File: src/design/mcf_pkg.sv
// Shared constants and types for the motion command frame interpreter
package mcf_pkg;

	// ==========================================================
	// Frame layout: byte positions on a byte-oriented link
	localparam logic [3:0] IDX_ADDR  = 4'h0;
	localparam logic [3:0] IDX_CMD   = 4'h1;
	localparam logic [3:0] IDX_TYPE  = 4'h2;
	localparam logic [3:0] IDX_SEL   = 4'h3;
	localparam logic [3:0] IDX_VAL0  = 4'h4;
	localparam logic [3:0] IDX_VAL3  = 4'h7;
	localparam logic [3:0] IDX_SUM   = 4'h8;

	// ==========================================================
	// Reply layout: byte positions on a byte-oriented link
	localparam logic [3:0] RIDX_HOST   = 4'h0;
	localparam logic [3:0] RIDX_MOD    = 4'h1;
	localparam logic [3:0] RIDX_STATUS = 4'h2;
	localparam logic [3:0] RIDX_CMD    = 4'h3;

	// ==========================================================
	// Status codes
	localparam logic [7:0] ST_OK        = 8'h64;
	localparam logic [7:0] ST_STORED    = 8'h65;
	localparam logic [7:0] ST_BAD_SUM   = 8'h01;
	localparam logic [7:0] ST_BAD_CMD   = 8'h02;
	localparam logic [7:0] ST_BAD_TYPE  = 8'h03;
	localparam logic [7:0] ST_BAD_VALUE = 8'h04;
	localparam logic [7:0] ST_LOCKED    = 8'h05;
	localparam logic [7:0] ST_NOT_AVAIL = 8'h06;

	// ==========================================================
	// Command codes and reset values
	localparam logic [7:0]  CMD_TEXT_MODE = 8'h8B;
	localparam logic [7:0]  BYTE_ZERO     = 8'h00;
	localparam logic [31:0] VALUE_ZERO    = 32'h0000_0000;

	// ==========================================================
	// Types
	typedef struct packed {
		logic [7:0]  code;
		logic [7:0]  kind;
		logic [7:0]  sel;
		logic [31:0] value;
	} mcf_cmd_t;

	typedef struct packed {
		logic [7:0]  status;
		logic [31:0] value;
	} mcf_result_t;

	typedef enum logic [2:0] {
		S_RECV  = 3'b001,
		S_EXEC  = 3'b010,
		S_REPLY = 3'b100
	} mcf_state_t;

endpackage : mcf_pkg

File: src/design/mcf_frame_interpreter.sv
// Slave-side binary command frame interpreter with reply generator
// Notes on behaviour
// - Transmit only in answer to a command
// - Link stays receiving except during execution, reply and text mode
// - Reply only after execution has finished
// - Exactly one reply per accepted command
// - Core is code, type, selector, value
// - Byte link frame: address, core, checksum
// - Value bytes arrive most significant first
// - Command checksum sums eight preceding bytes
// - Reply: host, module, status, code, value, sum
// - Reply checksum sums all other bytes
// - CAN command carries no address, no checksum
// - CAN reply drops address and checksum
// - Status 100 executed, 101 stored
// - Failure codes one to six reported
// - Commands executed or stored for programs
// - Code 139 switches to text mode
`timescale 1ns/1ps
`default_nettype none
module mcf_frame_interpreter (
	// Clock and reset
	input  wire logic                clk,
	input  wire logic                rst_n,
	// Configuration
	input  wire logic [7:0]          moduleAddr,
	input  wire logic [7:0]          hostAddr,
	input  wire logic                canMode,
	input  wire logic                storeMode,
	// Receive byte stream
	input  wire logic                rxValid,
	input  wire logic [7:0]          rxData,
	output logic                     rxReady,
	// Execution port
	output logic                     execValid,
	output mcf_pkg::mcf_cmd_t        execCmd,
	output logic                     execStore,
	input  wire logic                execDone,
	input  wire mcf_pkg::mcf_result_t execResult,
	// Transmit byte stream
	output logic                     txValid,
	output logic [7:0]               txData,
	output logic                     txLast,
	input  wire logic                txReady,
	output logic                     txDrive,
	// Text mode hand-off
	output logic                     textMode,
	input  wire logic                textModeExit
);
	import mcf_pkg::*;

	// ==========================================================
	// Reply byte selection
	function automatic logic [7:0] replyByte(input logic [3:0] idx,
		input logic [7:0] host, modA, status, code,
		input logic [31:0] value);
		logic [7:0] b;
		b = BYTE_ZERO;
		case (idx)
			RIDX_HOST:   b = host;
			RIDX_MOD:    b = modA;
			RIDX_STATUS: b = status;
			RIDX_CMD:    b = code;
			4'h4:        b = value[31:24];
			4'h5:        b = value[23:16];
			4'h6:        b = value[15:8];
			4'h7:        b = value[7:0];
			default:     b = BYTE_ZERO;
		endcase
		return b;
	endfunction : replyByte

	// ==========================================================
	// Declarations
	mcf_state_t  state_reg;
	mcf_cmd_t    frame_reg;
	logic [3:0]  rxIdx_reg;
	logic        addrOk_reg;
	logic        execValid_reg;
	logic        store_reg;
	logic [7:0]  status_reg;
	logic [31:0] value_reg;
	logic [3:0]  txIdx_reg;
	logic [7:0]  txData_reg;
	logic        textMode_reg;
	logic [7:0]  rxSum, txSum, status_next;
	logic [3:0]  rxPos, firstIdx, lastIdx, txIdx_next;
	logic        rxHs, rxEnd, addrMatch, sumOk, frameOk;
	logic        sumBadEnd, addrMiss, execEnd, enterReply, txHs;
	logic        execOpen_reg;

	// ==========================================================
	// Link framing
	assign firstIdx = canMode ? IDX_CMD : IDX_ADDR;
	assign lastIdx  = canMode ? IDX_VAL3 : IDX_SUM;
	assign rxPos    = rxIdx_reg + {3'b000, canMode};
	assign rxReady  = (state_reg == S_RECV) && !textMode_reg;
	assign rxHs     = rxValid && rxReady;
	assign rxEnd    = rxHs && (rxPos == lastIdx);
	assign addrMatch = canMode || addrOk_reg;
	assign sumOk    = canMode || (rxSum == rxData);
	assign frameOk  = rxEnd && addrMatch && sumOk;
	assign sumBadEnd = rxEnd && addrMatch && !sumOk;
	assign addrMiss = rxEnd && !addrMatch;
	assign execEnd  = (state_reg == S_EXEC) && execDone;
	assign enterReply = sumBadEnd || execEnd;
	assign txHs     = txValid && txReady;
	assign txIdx_next = txIdx_reg + 4'h1;

	// ==========================================================
	// Receive byte counter and frame fields
	always_ff @(posedge clk)
	begin
		if (!rst_n)
			rxIdx_reg <= 4'h0;
		else if (rxEnd)
			rxIdx_reg <= 4'h0;
		else if (rxHs)
			rxIdx_reg <= rxIdx_reg + 4'h1;
	end

	always_ff @(posedge clk)
	begin
		if (!rst_n)
		begin
			frame_reg  <= '0;
			addrOk_reg <= 1'b0;
		end
		else if (rxHs)
		begin
			case (rxPos)
				IDX_ADDR: addrOk_reg <= (rxData == moduleAddr);
				IDX_CMD:  frame_reg.code <= rxData;
				IDX_TYPE: frame_reg.kind <= rxData;
				IDX_SEL:  frame_reg.sel <= rxData;
				IDX_SUM:  addrOk_reg <= addrOk_reg;
				default:  frame_reg.value <= {frame_reg.value[23:0], rxData};
			endcase
		end
	end

	mcf_sum_acc #(.W(8)) uRxSum (
		.clk    (clk),
		.rst_n  (rst_n),
		.clear  (rxEnd),
		.add    (rxHs && !rxEnd),
		.dataIn (rxData),
		.sum    (rxSum)
	);

	// ==========================================================
	// Control state machine
	always_ff @(posedge clk)
	begin
		if (!rst_n)
			state_reg <= S_RECV;
		else
		begin
			case (state_reg)
				S_RECV:
					if (frameOk)
						state_reg <= S_EXEC;
					else if (sumBadEnd)
						state_reg <= S_REPLY;
				S_EXEC:
					if (execDone)
						state_reg <= S_REPLY;
				S_REPLY:
					if (txHs && txLast)
						state_reg <= S_RECV;
				default:
					state_reg <= S_RECV;
			endcase
		end
	end

	// ==========================================================
	// Execution request
	always_ff @(posedge clk)
	begin
		if (!rst_n)
		begin
			execValid_reg <= 1'b0;
			store_reg     <= 1'b0;
		end
		else
		begin
			execValid_reg <= frameOk;
			if (frameOk)
				store_reg <= storeMode;
		end
	end

	assign execValid = execValid_reg;
	assign execCmd   = frame_reg;
	assign execStore = store_reg;

	// ==========================================================
	// Reply status and value
	always_comb
	begin
		status_next = execResult.status;
		if (store_reg && execResult.status == ST_OK)
			status_next = ST_STORED;
	end

	always_ff @(posedge clk)
	begin
		if (!rst_n)
		begin
			status_reg <= BYTE_ZERO;
			value_reg  <= VALUE_ZERO;
		end
		else if (sumBadEnd)
		begin
			status_reg <= ST_BAD_SUM;
			value_reg  <= VALUE_ZERO;
		end
		else if (execEnd)
		begin
			status_reg <= status_next;
			value_reg  <= execResult.value;
		end
	end

	// ==========================================================
	// Reply serialiser
	always_ff @(posedge clk)
	begin
		if (!rst_n)
		begin
			txIdx_reg  <= 4'h0;
			txData_reg <= BYTE_ZERO;
		end
		else if (enterReply)
		begin
			txIdx_reg  <= firstIdx;
			txData_reg <= replyByte(firstIdx, hostAddr, moduleAddr,
				status_reg, frame_reg.code, value_reg);
		end
		else if (txHs && !txLast)
		begin
			txIdx_reg <= txIdx_next;
			if (txIdx_next == IDX_SUM)
				txData_reg <= txSum;
			else
				txData_reg <= replyByte(txIdx_next, hostAddr, moduleAddr,
					status_reg, frame_reg.code, value_reg);
		end
	end

	mcf_sum_acc #(.W(8)) uTxSum (
		.clk    (clk),
		.rst_n  (rst_n),
		.clear  (enterReply),
		.add    (enterReply || (txHs && !txLast)),
		.dataIn (enterReply ? replyByte(firstIdx, hostAddr, moduleAddr,
			status_reg, frame_reg.code, value_reg)
			: replyByte(txIdx_next, hostAddr, moduleAddr,
			status_reg, frame_reg.code, value_reg)),
		.sum    (txSum)
	);

	assign txValid = (state_reg == S_REPLY);
	assign txDrive = (state_reg == S_REPLY);
	assign txData  = txData_reg;
	assign txLast  = (txIdx_reg == lastIdx);

	// ==========================================================
	// Text mode switch, set wins over exit
	always_ff @(posedge clk)
	begin
		if (!rst_n)
			textMode_reg <= 1'b0;
		else if (txHs && txLast && frame_reg.code == CMD_TEXT_MODE
			&& status_reg == ST_OK)
			textMode_reg <= 1'b1;
		else if (textModeExit)
			textMode_reg <= 1'b0;
	end
	assign textMode = textMode_reg;

	// ==========================================================
	// Checks
	function automatic logic [7:0] expSum(input logic [7:0] host, modA,
		status, code, input logic [31:0] value);
		logic [7:0] s;
		s = BYTE_ZERO;
		for (int i = 0; i < 8; i++)
			s = s + replyByte(4'(i), host, modA, status, code, value);
		return s;
	endfunction : expSum
	always_ff @(posedge clk)
	begin
		execOpen_reg <= rst_n && (execOpen_reg || execValid) && !execDone;
	end
endmodule : mcf_frame_interpreter
`default_nettype wire

File: src/design/mcf_sum_acc.sv
// Wrapping byte accumulator for frame checksums
`timescale 1ns/1ps
`default_nettype none
module mcf_sum_acc #(
	parameter int W = 8
) (
	// Clock and reset
	input  wire logic         clk,
	input  wire logic         rst_n,
	// Accumulate control
	input  wire logic         clear,
	input  wire logic         add,
	input  wire logic [W-1:0] dataIn,
	// Running sum
	output logic      [W-1:0] sum
);

	// ==========================================================
	// Parameter check
	if (W != 8)
	begin : g_bad_width
		$error("mcf_sum_acc: only 8-bit sums are served");
	end

	// ==========================================================
	// Accumulator, clear restarts with the current byte
	logic [W-1:0] sum_reg;
	logic [W-1:0] sum_next;

	always_comb
	begin
		sum_next = (clear ? '0 : sum_reg) + (add ? dataIn : '0);
	end

	always_ff @(posedge clk)
	begin
		if (!rst_n)
			sum_reg <= '0;
		else
			sum_reg <= sum_next;
	end

	assign sum = sum_reg;

endmodule : mcf_sum_acc
`default_nettype wire

File: config.mk
export PLATFORM = sky130hd
export DESIGN_NAME = mcf_frame_interpreter
export DESIGN_NICKNAME = d
export VERILOG_FILES = /design/src/design/mcf_pkg.sv /design/src/design/mcf_frame_interpreter.sv /design/src/design/mcf_sum_acc.sv
export SDC_FILE = /design/constraint.sdc
export NUM_CORES = 1
export LEC_CHECK = 0
export ABC_AREA = 1
export BUFFER_PORTS_ARGS = -buffer_cell sky130_fd_sc_hd__clkbuf_2
export CAP_MARGIN = 0
export CORE_MARGIN = 5
export CORE_UTILIZATION = 48
export CTS_BUF_LIST = sky130_fd_sc_hd__clkbuf_8
export DETAILED_ROUTE_END_ITERATION = 6
export HOLD_SLACK_MARGIN = 0.03
export PLACE_DENSITY = 0.71
export SLEW_MARGIN = 20
export SYNTH_ARGS = -nofsm -noshare
export SYNTH_HDL_FRONTEND = slang
export SYNTH_HIERARCHICAL = 1
export SYNTH_SLANG_ARGS = --single-unit
export TNS_END_PERCENT = 100
File: constraint.sdc
create_clock -name clk -period 9 [get_ports clk]
set_input_delay 0.45 -clock clk [delete_from_list [all_inputs] [get_ports clk]]
set_output_delay 0.45 -clock clk [all_outputs]
set_load 0.01 [all_outputs]
==> results.md <==
* Antenna Nets Post-Route at 0
* Vias in the first global route at 6562
* Crit-path slowest cell: fa_1
* Layout Cells excl Fill at 1401
* IO buf count at 142
* Worst setup margin at 4.820 ns
* Max Clock Skew at 0.01117 ns
* Cell mode on critical path: nand2_1
* Rows at 45
* CTS clk-pin slew, worst paths at 0.09 ns
* Post-CTS sizing at 0
* CP cell instances: ha_1 -> ha_1 -> nor2_1 -> nand3_1 -> nand2_1 -> nand3_2 -> nor2_4 -> nand2_2 -> nand2_2 -> inv_1 -> nand2_1 -> nand2_1 -> inv_1 -> ha_1 -> inv_1 -> fa_1 -> inv_1 -> nand2_1 -> nand2_1 -> nand3b_1 -> a21oi_1 -> nor2_1
* Die width at 132.9 microns
* Setup Buffers After CTS at 0
* Pwr Density at 154.6 mW/mm^2
* Rel. slew slack at 0.3063
* TritonRoute pass-1 iters at 5
* Wirelength per Cell at 14.56 microns
* Via Count at 7138
* Sequential fraction of the synthesis area at 0.3730
* Pwr Total at 1.281 mW
* Hold WC Path Type: primary input to flop
* Syn Nets at 1185
* Tmin final at 4.180 ns
* Status: finished, final reports clean
* Routed wire length at 20400 microns
* CTS tree: yes
* Worst slew pin tran at 1.034 ns
* Most frequent cells in the layout: 302 x nand2_1, 176 x nor2_1, 142 x clkbuf_2
* Ant. Diodes at 0
* Final worst path period share at 0.4644
* VDD IR max at 0.09620 mV
* Area leader, netlist: dfxtp_1
* Vias per inst at 5.095
* Synth-to-layout area growth at 14.42%
* Crit Path Class: flop to flop
* Iter 0 DRT Violations at 642
* RSZ-0062 raised after global routing: no
* Final-report setup violation count at 0
* Crit path DAT at 4.53 ns
* GP Congestion at 0.9379
* Layout cells sized above 1 at 0.1739
* Final Hold Vio Count at 0
* Pleak at 4.164 nW
* Fin. max-slew vios at 0
* Die H at 132.9 microns
* CP required at 9.35 ns
* Final Util at 0.5536
* I/O pins at 143
* Syn avg cell area at 6.647 sq um
* Die area at 0.01765 sq mm
* Most common cell after layout, fill and taps aside: nand2_1
* Hold_ws at 0.2243 ns
* Max-cap violations at 0
* Fin nets at 1295
* Max FO, Critical Path at 18
* Max Freq at 239.2 MHz
* Total grt overflow at 0
* Synth cell types at 38
* Final Cell Area at 0.008290 sq mm
* Max reg flops at 56
* Worst setup SP type: flop
* Core area at 0.01498 sq mm
* CTS root buffer: clkbuf_8
* Place WS at 4.488 ns
* Post-synth top area share at 0.3730
* Synth Register Bits at 135
* DP Area at 0.007894 sq mm
* Gr usage total at 0.2247
* Post-Synthesis Cells at 1090
* Clock Sinks at 135
* DP HPWL at 15000 microns
* Starting Density at 0.4838
* Top post-synthesis cells by area: dfxtp_1 37%, nand2_1 16%, nor2_1 9.2%
* Number of buffers created by CTS at 17
* Clk Latency, worst-skew pair at 0.45 ns
* Clock Tree Buf Depth at 2
* CP max stage delay at 0.42 ns
* Residual DRC count at 0
* Fin Setup TNS at 0 ns
* Cell area after synthesis at 0.007246 sq mm
* First-pass GRT wire length at 32400 microns
* Max H-tree Level at 4
* Ys Warns at 6
* Hold Buf Count CTS at 0
* Antenna violations before repair at 0
* Largest net degree at the start of global routing at 64
* DP Cell Count at 1369
* Crit path capture type: flop
critical path, delay by kind of cell, from the launching register on:
kind | cells | cell delay, ns
AO/OA/AOI/OAI | 1 | 0.13
flip-flops | 1 | 0.41
adder cells (fa/ha/maj) | 4 | 1.10
buffers and inverters | 4 | 0.49
AND/OR/NAND/NOR | 13 | 1.93
cells by family after synthesis:
family | Yosys count | synth area share
compound gates | 140 | 0.1074
xor+xnor | 11 | 0.01330
fa+ha+maj | 23 | 0.04179
buf+inv | 164 | 0.1026
flops | 135 | 0.3730
simple gates | 617 | 0.3619
power by group:
| group | internal [mW] | leakage [nW] | switching (mW) |
|---|---|---|---|
| sequential | 0.613 | 1.09 | 0.0147 |
| combinational | 0.0541 | 2.87 | 0.0888 |
| clock | 0.256 | 0.198 | 0.255 |
Yosys cell counts (all sizes together):
cell    instances
a21oi          72
clkbuf         26
xor2           11
clkinv          1
ha             21
o221ai          1
dfxtp         135
a31oi           1
inv           107
nor4            5
fa              2
and3            1
nor3            5
nor2          182
o21ai          41
nand4          17
a22oi           1
or2             4
buf            30
nand2         311
nand3b          4
a211oi         24
nand3          83
and2            5
area by class of cell:
cell class / count / area [sq um]
fillers: 1524 / 6686
multi-input cells: 791 / 3802
flip-flops and latches: 135 / 2703
repair buffers: 147 / 748.2
inverters: 108 / 405.4
clock buffers: 18 / 247.7
well taps: 188 / 235.2
clock inverters: 14 / 148.9
final timing paths:
kind	from	endpoint	slack [ns]	depth (start not counted)
min	execResult[13]	value_reg[13]$_SDFFE_PP0P_	0.22	3
max reg2reg	rxIdx_reg[0]$_SDFFE_PP0P_	uTxSum/sum[6]$_SDFF_PN0_	4.82	22
min reg2reg	value_reg[25]$_SDFFE_PP0P_	value_reg[25]$_SDFFE_PP0P_	0.47	2
max	rxIdx_reg[0]$_SDFFE_PP0P_	uTxSum/sum[6]$_SDFF_PN0_	4.82	22
routing by layer:
| layer | part of all wire | up-vias | track usage |
|---|---|---|---|
| li1 | - | 3692 | - |
| met4 | 0.029 | 0 | 0.08372 |
| met1 | 0.47 | 3171 | 0.3036 |
| met3 | 0.058 | 41 | 0.05019 |
| met5 | 0 | - | 0 |
| met2 | 0.45 | 234 | 0.3513 |
Note: power is estimated with default switching activity, not from simulation.
